File: config.mk
export PLATFORM = sky130hd
export DESIGN_NAME = upfc_top
export DESIGN_NICKNAME = d
export VERILOG_FILES = /design/src/logic/upfc_pkg.sv /design/src/logic/upfc_top.sv
export SDC_FILE = /design/constraint.sdc
export NUM_CORES = 1
export LEC_CHECK = 0
export BUFFER_PORTS_ARGS = -buffer_cell sky130_fd_sc_hd__buf_2
export CAP_MARGIN = 30
export CORE_ASPECT_RATIO = 0.6
export CORE_UTILIZATION = 44
export CTS_CLUSTER_SIZE = 25
export DETAILED_ROUTE_END_ITERATION = 6
export PLACE_DENSITY = 0.85
export SYNTH_ARGS = -nofsm -noshare
export SYNTH_HDL_FRONTEND = slang
export SYNTH_SLANG_ARGS = --single-unit
File: constraint.sdc
create_clock -name pclk -period 3.3 [get_ports pclk]
set_input_delay 0.495 -clock pclk [delete_from_list [all_inputs] [get_ports pclk]]
set_output_delay 0.495 -clock pclk [all_outputs]
set_load 0.02 [all_outputs]
File: src/logic/upfc_pkg.sv
package upfc_pkg;

   // ------------------------------------------------------------
   // Register map (byte addresses)
   // ------------------------------------------------------------
   localparam int unsigned APB_AW         = 12;
   localparam logic [11:0] SW_CTRL_ADDR   = 12'h000;
   localparam logic [11:0] FOCTL_ADDR     = 12'h004;
   localparam logic [11:0] FOSTAT_ADDR    = 12'h008;

   // Field positions
   localparam int unsigned NOLD_HRST_BIT  = 0;
   localparam int unsigned SW_SEL_BIT     = 0;
   localparam int unsigned FO_EN_BIT      = 0;
   localparam int unsigned CUR_PORT_BIT   = 1;
   localparam int unsigned CHANGED_BIT    = 2;
   localparam int unsigned INITIATED_BIT  = 3;

   // ------------------------------------------------------------
   // Boot switch modes
   // ------------------------------------------------------------
   localparam logic [3:0] MODE_NORMAL     = 4'h0;
   localparam logic [3:0] MODE_NORMAL_EE  = 4'h1;
   localparam logic [3:0] MODE_FO_P0      = 4'h2;
   localparam logic [3:0] MODE_FO_P2      = 4'h3;
   localparam logic [3:0] MODE_EE_FO_P0   = 4'h4;
   localparam logic [3:0] MODE_EE_FO_P2   = 4'h5;

   // Lane mux select values
   localparam logic PORT_SEL_0 = 1'b0;
   localparam logic PORT_SEL_2 = 1'b1;

   // Cycles the link is held in Detect before the lanes move
   localparam logic [3:0] DETECT_HOLD_CYC = 4'h4;

   // Reset values
   localparam logic [31:0] RDATA_RST = 32'h0000_0000;

   // Trigger kinds, index into pending vector
   typedef enum logic [1:0]
   {
      TRIG_SW  = 2'h0,
      TRIG_SIG = 2'h1,
      TRIG_TMR = 2'h2
   } upfc_trig_t;

   // Failover sequence, Gray along the path
   typedef enum logic [1:0]
   {
      ST_IDLE   = 2'h0,
      ST_DETECT = 2'h1,
      ST_SWITCH = 2'h3,
      ST_TRAIN  = 2'h2
   } upfc_state_t;

endpackage : upfc_pkg

File: src/logic/upfc_top.sv
`timescale 1ns/1ps
module upfc_top
(
   input  wire logic                       pclk,
   input  wire logic                       presetn,
   input  wire logic                       hot_reset,
   input  wire logic [3:0]                 boot_switch_mode_inputs,
   input  wire logic                       port0_x8_merged,
   input  wire logic                       sig_failover_req,
   input  wire logic                       sig_port_sel,
   input  wire logic                       tmr_failover_req,
   input  wire logic                       stack0_link_up,
   input  wire logic                       stack0_link_led,
   input  wire logic                       psel,
   input  wire logic                       penable,
   input  wire logic                       pwrite,
   input  wire logic [upfc_pkg::APB_AW-1:0] paddr,
   input  wire logic [31:0]                pwdata,
   output logic      [31:0]                prdata,
   output logic                            pready,
   output logic                            pslverr,
   output logic                            serdes_mux_sel,
   output logic      [3:0]                 port_disable,
   output logic                            ltssm_force_detect,
   output logic                            dl_down,
   output logic                            replay_flush,
   output logic                            queue_flush,
   output logic                            train_start,
   output logic                            hot_reset_req,
   output logic                            port0_link_led,
   output logic                            failover_busy
);
   import upfc_pkg::*;

   // ------------------------------------------------------------
   // State
   // ------------------------------------------------------------
   upfc_state_t state_q, state_d;
   upfc_trig_t  cur_type_q;
   logic        boot_done_q;
   logic        fo_mode_q;
   logic        cur_port_q;
   logic        target_q;
   logic        sw_sel_q;
   logic        nold_hrst_q;
   logic        changed_q;
   logic        initiated_q;
   logic [2:0]  pend_q;
   logic [3:0]  cnt_q;
   logic        led_q;
   logic [31:0] rdata_q;

   // ------------------------------------------------------------
   // APB decode
   // ------------------------------------------------------------
   wire setup_w  = psel & ~penable;
   wire access_w = psel & penable;
   wire hit_ctl  = (paddr == SW_CTRL_ADDR);
   wire hit_fo   = (paddr == FOCTL_ADDR);
   wire hit_st   = (paddr == FOSTAT_ADDR);
   wire mapped_w = hit_ctl | hit_fo | hit_st;
   wire wr_w     = access_w & pwrite;
   wire wr_ctl   = wr_w & hit_ctl;
   wire wr_fo    = wr_w & hit_fo;
   wire wr_st    = wr_w & hit_st;

   // Zero wait states; unmapped addresses answer with an error
   assign pready  = 1'b1;
   assign pslverr = access_w & ~mapped_w;
   assign prdata  = rdata_q;

   // Read data image of the three registers
   wire [31:0] ctl_img = {31'h0000_0000, nold_hrst_q};
   wire [31:0] fo_img  = {31'h0000_0000, sw_sel_q};
   wire [31:0] st_img  = {28'h000_0000, initiated_q, changed_q, cur_port_q, fo_mode_q};
   wire [31:0] rd_mux  = hit_ctl ? ctl_img :
                         hit_fo  ? fo_img  :
                         hit_st  ? st_img  : 32'h0000_0000;

   // ------------------------------------------------------------
   // Boot mode decode
   // ------------------------------------------------------------
   wire strap_fo = (boot_switch_mode_inputs == MODE_FO_P0) |
                   (boot_switch_mode_inputs == MODE_FO_P2) |
                   (boot_switch_mode_inputs == MODE_EE_FO_P0) |
                   (boot_switch_mode_inputs == MODE_EE_FO_P2);
   wire strap_p2 = (boot_switch_mode_inputs == MODE_FO_P2) |
                   (boot_switch_mode_inputs == MODE_EE_FO_P2);

   // ------------------------------------------------------------
   // Trigger qualification
   // ------------------------------------------------------------
   wire busy_w   = (state_q != ST_IDLE);
   // Only a real change that names the other port counts
   wire sw_req_w = boot_done_q & fo_mode_q & wr_fo &
                   (pwdata[SW_SEL_BIT] != sw_sel_q) &
                   (pwdata[SW_SEL_BIT] != cur_port_q);
   wire [2:0] req_w = {tmr_failover_req & fo_mode_q,
                       sig_failover_req & fo_mode_q,
                       sw_req_w};
   // Drop a request of the kind now running, keep the others
   wire [2:0] drop_w = busy_w ? (3'b001 << cur_type_q) : 3'b000;
   wire [2:0] keep_w = req_w & ~drop_w;

   // Fixed priority among held requests
   upfc_trig_t pick_w;
   assign pick_w = pend_q[TRIG_SW]  ? TRIG_SW  :
                   pend_q[TRIG_SIG] ? TRIG_SIG : TRIG_TMR;
   wire pick_tgt = (pick_w == TRIG_SW)  ? sw_sel_q :
                   (pick_w == TRIG_SIG) ? sig_port_sel : ~cur_port_q;
   wire start_w  = (state_q == ST_IDLE) & fo_mode_q & (|pend_q) &
                   (pick_tgt != cur_port_q);
   wire [2:0] pick_oh = 3'b001 << pick_w;
   // An idle pick naming the current port retires silently
   wire [2:0] retire_w = ((state_q == ST_IDLE) & (|pend_q)) ? pick_oh : 3'b000;
   wire detect_end = (state_q == ST_DETECT) & (cnt_q == 4'h1);

   // ------------------------------------------------------------
   // Sequence next state
   // ------------------------------------------------------------
   always_comb
   begin
      state_d = state_q;
      unique case (state_q)
         ST_IDLE   : if (start_w) state_d = ST_DETECT;
         ST_DETECT : if (detect_end) state_d = ST_SWITCH;
         ST_SWITCH : state_d = ST_TRAIN;
         ST_TRAIN  : if (stack0_link_up) state_d = ST_IDLE;
      endcase
   end

   // ------------------------------------------------------------
   // Strap capture, one cycle after fundamental reset release
   // ------------------------------------------------------------
   always_ff @(posedge pclk or negedge presetn)
   begin
      if (!presetn)
      begin
         boot_done_q <= 1'b0;
         fo_mode_q   <= 1'b0;
      end
      else if (!boot_done_q)
      begin
         boot_done_q <= 1'b1;
         fo_mode_q   <= strap_fo;
      end
   end

   // ------------------------------------------------------------
   // Failover sequencer; hot reset deliberately not wired in
   // ------------------------------------------------------------
   always_ff @(posedge pclk or negedge presetn)
   begin
      if (!presetn)
      begin
         state_q    <= ST_IDLE;
         cur_type_q <= TRIG_SW;
         pend_q     <= 3'b000;
         cnt_q      <= 4'h0;
         target_q   <= PORT_SEL_0;
         cur_port_q <= PORT_SEL_0;
      end
      else
      begin
         state_q <= state_d;
         // New requests win over the retirement of a pick
         pend_q  <= (pend_q & ~retire_w) | keep_w;
         if (!boot_done_q)
            cur_port_q <= strap_fo & strap_p2;
         if (start_w)
         begin
            cur_type_q <= pick_w;
            target_q   <= pick_tgt;
            cnt_q      <= DETECT_HOLD_CYC;
         end
         else if (state_q == ST_DETECT)
            cnt_q <= cnt_q - 4'h1;
         if (state_q == ST_SWITCH)
            cur_port_q <= target_q;
      end
   end

   // ------------------------------------------------------------
   // Software registers
   // ------------------------------------------------------------
   // Control bit is ordinary state and clears on hot reset
   always_ff @(posedge pclk or negedge presetn)
   begin
      if (!presetn)
         nold_hrst_q <= 1'b0;
      else if (hot_reset)
         nold_hrst_q <= 1'b0;
      else if (wr_ctl)
         nold_hrst_q <= pwdata[NOLD_HRST_BIT];
   end

   // Select field tracks the boot port so a first write is a true change
   always_ff @(posedge pclk or negedge presetn)
   begin
      if (!presetn)
         sw_sel_q <= PORT_SEL_0;
      else if (!boot_done_q)
         sw_sel_q <= strap_fo & strap_p2;
      else if (wr_fo)
         sw_sel_q <= pwdata[SW_SEL_BIT];
   end

   // Sticky status flags, write one to clear, set beats clear
   wire set_chg  = (state_q == ST_SWITCH);
   wire set_init = start_w;
   always_ff @(posedge pclk or negedge presetn)
   begin
      if (!presetn)
      begin
         changed_q   <= 1'b0;
         initiated_q <= 1'b0;
      end
      else
      begin
         changed_q   <= (changed_q & ~(wr_st & pwdata[CHANGED_BIT])) | set_chg;
         initiated_q <= (initiated_q & ~(wr_st & pwdata[INITIATED_BIT])) | set_init;
      end
   end

   // Read data captured in the setup cycle
   always_ff @(posedge pclk or negedge presetn)
   begin
      if (!presetn)
         rdata_q <= RDATA_RST;
      else if (setup_w & ~pwrite)
         rdata_q <= rd_mux;
   end

   // Upstream indicators always belong to port 0
   always_ff @(posedge pclk or negedge presetn)
   begin
      if (!presetn)
         led_q <= 1'b0;
      else
         led_q <= stack0_link_led;
   end

   // ------------------------------------------------------------
   // Datapath and link control outputs
   // ------------------------------------------------------------
   wire in_detect = (state_q == ST_DETECT);
   assign serdes_mux_sel     = cur_port_q;
   assign port_disable[0]    = 1'b0;
   assign port_disable[2]    = fo_mode_q;
   // Ports 1 and 3 only go when the upstream is x8 wide
   assign port_disable[1]    = fo_mode_q & port0_x8_merged;
   assign port_disable[3]    = fo_mode_q & port0_x8_merged;
   assign ltssm_force_detect = in_detect;
   assign dl_down            = in_detect;
   assign replay_flush       = in_detect;
   assign queue_flush        = in_detect;
   assign train_start        = (state_q == ST_TRAIN);
   assign hot_reset_req      = start_w & ~nold_hrst_q;
   assign port0_link_led     = led_q;
   assign failover_busy      = busy_w;
endmodule : upfc_top

==> results of run 1 <==
## stage by stage
step	area [um^2]	hold slack, ns	power (mW)
2_1_floorplan	1640	0.199	0.778
3_3_place_gp	1660	0.457	0.824
3_5_place_dp	1660	0.470	0.837
4_1_cts	1710	0.211	1.04
5_1_grt	1710	0.235	1.11
6_report	1710	0.198	1.03
## per-layer routing
layer	track usage, %	routed length [um]
met4	7.78	37
met3	6.10	200
met2	25.8	1240
met5	0	0
met1	21.2	1340
## logic make-up (layout without fill, tap and decap cells)
group,after synthesis,count (layout),synth area share [%]
muxes,3,3,2.62
other,2,31,0.492
buffers and inverters,44,59,19.7
and+or+nand+nor,63,63,21.1
xor gates and xnor gates,6,6,3.44
DFF,24,24,39.3
AOI/OAI and AO/OA,27,27,11.7
adders and majority gates,2,2,1.64
## cell usage in the layout, fill, tap and decap left out, drive strengths merged, types with 6 or more instances in the layout
cell type,instances
a21oi,6
o21ai,6
dfrtp,24
nand2,22
conb,31
nor2b,7
buf,47
inv,8
nor2,11
## worst register-to-register path: cells and delay by family, from the launching register on
| kind | cells | cell delay (ns) |
|---|---|---|
| flip-flops | 1 | 0.48 |
| multiplexers | 1 | 0.32 |
| AND/OR/NAND/NOR | 1 | 0.16 |
| AO/OA/AOI/OAI | 2 | 0.62 |
## path summary, 6_finish.rpt
| path | slack [ns] | start | to | cells past startpoint |
|---|---|---|---|---|
| min reg2reg | 0.49 | prdata[3]$_DFFE_PN0P_ | prdata[3]$_DFFE_PN0P_ | 2 |
| max reg2reg | 1.61 | state_q[1]$_DFFE_PN0P_ | cur_type_q[1]$_DFFE_PN0P_ | 4 |
| max | 0.98 | state_q[1]$_DFFE_PN0P_ | hot_reset_req | 5 |
| max in group asynchronous | 2.74 | presetn | pend_q[1]$_DFF_PN0_ | 1 |
| min | 0.20 | presetn | cnt_q[0]$_DFFE_PN0P_ | 1 |
| min in group pclk | 0.33 | stack0_link_led | port0_link_led$_DFF_PN0_ | 1 |
## cells in the mapped netlist, drive strengths merged (3+ instances only)
cell | count | area, um^2
a21oi | 6 | 30.0
a31oi | 3 | 18.8
and2 | 3 | 21.3
and3 | 4 | 26.3
buf | 36 | 270
dfrtp | 24 | 601
inv | 8 | 30.0
nand2 | 22 | 82.6
nand3 | 4 | 20.0
nor2 | 11 | 48.8
nor2b | 7 | 43.8
nor4 | 4 | 25.0
o21ai | 6 | 30.0
xnor2 | 4 | 35.0
## state kept, by name, summed over array words and instances (netlist names)
register	count
boot_done_q	1
pend_q	3
prdata	4
serdes_mux_sel	1
cnt_q	4
nold_hrst_q	1
state_q	2
cur_type_q	2
port0_link_led	1
initiated_q	1
sw_sel_q	1
target_q	1
changed_q	1
fo_mode_q	1
## area by class of cell
| cell class | count | area (um^2) |
|---|---|---|
| fillers | 326 | 1570 |
| multi-input cells | 132 | 736 |
| flip-flops and latches | 24 | 601 |
| repair buffers | 47 | 235 |
| well taps | 45 | 56.3 |
| clock buffers | 4 | 55.1 |
| inverters | 8 | 30.0 |
## power groups by stage
stage | logic (mW) | clock network (mW) | registers [mW]
finish | 0.398 | 0.203 | 0.432
detailed placement | 0.403 | 0 | 0.434
global route | 0.444 | 0.221 | 0.441
floorplan | 0.364 | 0 | 0.415
global placement | 0.390 | 0 | 0.434
CTS | 0.400 | 0.209 | 0.432
==> reports/qor.csv, run 1 <==
metric,value,unit
clkTransAtPathRegs,0.08,ns
hpwl,2.17,mm
final.period_utilization,70.3,%
design.die.area,3720,um^2
drt-pass1-iter-count,4,
drtIter0Drc,37,
ir_drop,0.241,mV
crit_fanout,9,
fin_crit,2.32,ns
drv_cap,0,
final_nets,278,
die_w,78.1,um
cts_resized,0,
die_h,47.6,um
worst_pin_slew,0.540,ns
grt_pass1_vias,1008,
grt_pass1_wl,4.45,mm
utilization,52.2,%
p_leak,0.910,nW
wl_per_cell,10.8,um
hold_viol,0,
drc,0,
cts_hold_buf,0,
layout_setup_ws,0.982,ns
cts_max_path_buffers,2,
critical_path.slowest_cell,dfrtp_1,
cts_buffers,3,
synth_seq_cells,24,
wl,2.82,mm
pwr-share-seq,41.8,%
switchingPower,0.402,mW
slew_headroom,64.0,%
antenna_found_initial,0,
critPathBufInv,1,
combPwrFrac,38.5,%
ys.flop_type,dfrtp_1,
clockPowerShare,19.6,%
rsz0062_at_grt,false,
cts_tree,yes,
area_delta_synth_final,12.1,%
fin_setup_tns,0,ns
ys_warn_count,0,
overflow,0,
fin_skew,0.00162,ns
intPower,0.630,mW
layout-drive-gt1-share,27.4,%
final_cells,260,
worst-setup-path-type,reg -> out,
crit_family,compound AO/OA/AOI/OAI gates,
dp_slack,1.28,ns
place_inst,256,
avgSynthCellArea,8.93,um^2
avgViaCountPerCell,4.60,
synth-edff-count,0,
ant_nets,0,
crit_chain,nor2_4 -> o311ai_1 -> a221o_2 -> nor2_1 -> buf_2,
syn_area,1530,um^2
startpoint_type,register,
clk_latency,0.27,ns
grt_max_degree,25,
htreeDepth,1,
cp-end-kind,output port,
setup_viol,0,
power_density,603,nW/um^2
postCtsSetupBuffers,0,
ys_seq_area_share,39.3,%
sw_frac_of_total,39.0,%
async_reset_ff_share,100,%
n_antenna_cell,0,
fmax,431,MHz
coreArea,3280,um^2
maxSlewViolCount,0,
hold_path_class,in -> async,
port_buffers,47,
gp_congestion,0.817,
worst_ep_arrival_time,1.82,ns
yosysUniqueCellTypes,39,
grt_util_all_layers,16.6,%
vias,1196,
status,"complete, no violations",
cpPeakStageDelay,0.48,ns
ios,107,
rows,16,
initial_utilization,46.5,%
cts_root_buf,clkbuf_8,
cts.sinks,24,
required,2.80,ns
syn_inst,171,
Note: power is estimated with default switching activity, not from simulation.
==> inputs of run 2 (changes only) <==
Settings changed: CORE_UTILIZATION 44 to 37, PLACE_DENSITY 0.85 to 0.76.
Clock period 3.3 ns to 2.1 ns, I/O delays scaled along.
==> run 2 against run 1 <==
  * Non-clock buffer count rose by 2
  * Hold slack got worse by 0.18 ns
  * Register-to-register slack worse by 1.3 ns
  * Routed wire length up 1.3%
  * Sequential power up 56%
  * Via count decreased by 0.84%
  * Cell count up 1.2%
  * Sequential share of layout area about the same
  * Core utilization decreased by 7.0 points
  * Sequential cell count stayed put
  * Critical endpoint unchanged
  * Largest cell class unchanged
  * Highest routed layer unchanged
==> reports/qor.csv, run 2 (synthesis gave the netlist of run 1 again) <==
metric,value,unit
cts_tree,yes,
grt_max_degree,25,
pwr-share-seq,42.6,%
grt_util_all_layers,13.8,%
global_route.usage.met3,4.76,%
crit_family,compound AO/OA/AOI/OAI gates,
drc,0,
drt-pass1-iter-count,4,
vias,1186,
fin_crit,2.00,ns
multi_input_area,736,um^2
status,"complete, no violations",
startpoint_type,register,
final_cell_mix,"47 x buf_2, 31 x conb_1, 22 x nand2_1, 22 x dfrtp_1, 10 x nor2_1",
worst_ep_arrival_time,1.68,ns
area_delta_synth_final,12.5,%
regArea,603,um^2
antenna_found_initial,0,
intPower,0.959,mW
worst-setup-path-type,reg -> out,
final_common_cell,buf_2,
initial_utilization,40.1,%
grt_busiest_layer,met2,
cts_root_buf,clkbuf_8,
use_met1,19.7,%
gp_congestion,0.774,
avgViaCountPerCell,4.51,
die_w,85.0,um
hold_path_class,in -> async,
wl,2.85,mm
clockPowerShare,17.1,%
fin_skew,0.00139,ns
rsz0062_at_grt,false,
n_antenna_cell,0,
clkTransAtPathRegs,0.08,ns
crit_chain,nor2_4 -> o311ai_1 -> a221o_2 -> nor2_1 -> buf_2,
required,1.78,ns
hold_viol,0,
hpwl,2.21,mm
utilization,45.2,%
fin_setup_tns,0,ns
hold_ws,0.0192,ns
p_leak,0.910,nW
critical_path.slowest_cell,dfrtp_2,
met2_usage,20.2,%
cp-end-kind,output port,
coreArea,3810,um^2
final_nets,280,
cts_hold_buf,0,
port_buffers,47,
critPathBufInv,1,
slew_headroom,64.8,%
ant_nets,0,
final.period_utilization,95.2,%
combPwrFrac,40.3,%
switchingPower,0.624,mW
ios,107,
overflow,0,
drv_cap,0,
maxSlewViolCount,0,
wl_per_cell,10.8,um
htreeDepth,1,
layout_setup_ws,0.100,ns
grt_pass1_vias,994,
setup_viol,0,
fillers,383,
power_density,921,nW/um^2
drtIter0Drc,85,
worst_pin_slew,0.528,ns
cts_buffers,3,
grt_pass1_wl,4.62,mm
die_h,51.8,um
ir_drop,0.279,mV
crit_fanout,6,
design.die.area,4400,um^2
clk_latency,0.26,ns
cts_max_path_buffers,2,
sw_frac_of_total,39.4,%
cpPeakStageDelay,0.46,ns
rows,17,
cts.sinks,24,
fmax,500,MHz
layout-drive-gt1-share,28.7,%
power,1.58,mW
dp_slack,0.285,ns
[run 2: cell count changes in the layout (fill, tap and decap cells not counted)]
cell | previous run | this run
clkbuf_8 | 4 | 3
buf_4 | 0 | 2
dfrtp_2 | 0 | 2
dfrtp_1 | 24 | 22
[run 2: cell type report]
| class | instances | share of cell area (%) |
|---|---|---|
| clock buffers | 3 | 2.40 |
| well taps | 47 | 3.42 |
| inverters | 8 | 1.75 |
| repair buffers | 49 | 14.6 |
| multi-input cells | 132 | 42.8 |
| flip-flops and latches | 24 | 35.1 |
[run 2: metal layers]
metal	routed length, um	part of all wire (%)	vias to the layer above
met2	1220	43	41
met3	192	6.7	2
met4	12	0.42	0
met5	0	0	-
li1	-	-	606
met1	1430	50	537
[run 2: what timing repair did]
item	in CTS	in global routing
resized for setup	0	2
setup buffers	1	0
endpoints found under the setup margin	1	1
[run 2: final timing paths]
| check | start | to | slack [ns] | depth (start not counted) |
|---|---|---|---|---|
| worst min-delay path | presetn | port0_link_led$_DFF_PN0_ | 0.02 | 1 |
| worst max register to register | state_q[0]$_DFFE_PN0P_ | cur_type_q[0]$_DFFE_PN0P_ | 0.35 | 5 |
| max in group asynchronous | presetn | state_q[0]$_DFFE_PN0P_ | 1.70 | 1 |
| worst min register to register | prdata[3]$_DFFE_PN0P_ | prdata[3]$_DFFE_PN0P_ | 0.49 | 2 |
| min in group pclk | stack0_link_led | port0_link_led$_DFF_PN0_ | 0.15 | 1 |
| worst max-delay path | state_q[0]$_DFFE_PN0P_ | hot_reset_req | 0.10 | 5 |
[run 2: power by group through the flow]
| stage | logic (mW) | registers (mW) | clock network (mW) |
|---|---|---|---|
| after global routing | 0.715 | 0.693 | 0.303 |
| after global placement | 0.623 | 0.677 | 0 |
| final | 0.639 | 0.675 | 0.270 |
| after detailed placement | 0.640 | 0.676 | 0 |
| after floorplan | 0.571 | 0.652 | 0 |
| after CTS | 0.641 | 0.673 | 0.279 |
[run 2: per-stage QoR]
stage / cell area, um^2 / cells
after global routing: 1720 / 263
after floorplan: 1640 / 200
after CTS: 1720 / 263
final: 1720 / 263
after global placement: 1670 / 259
after detailed placement: 1670 / 259
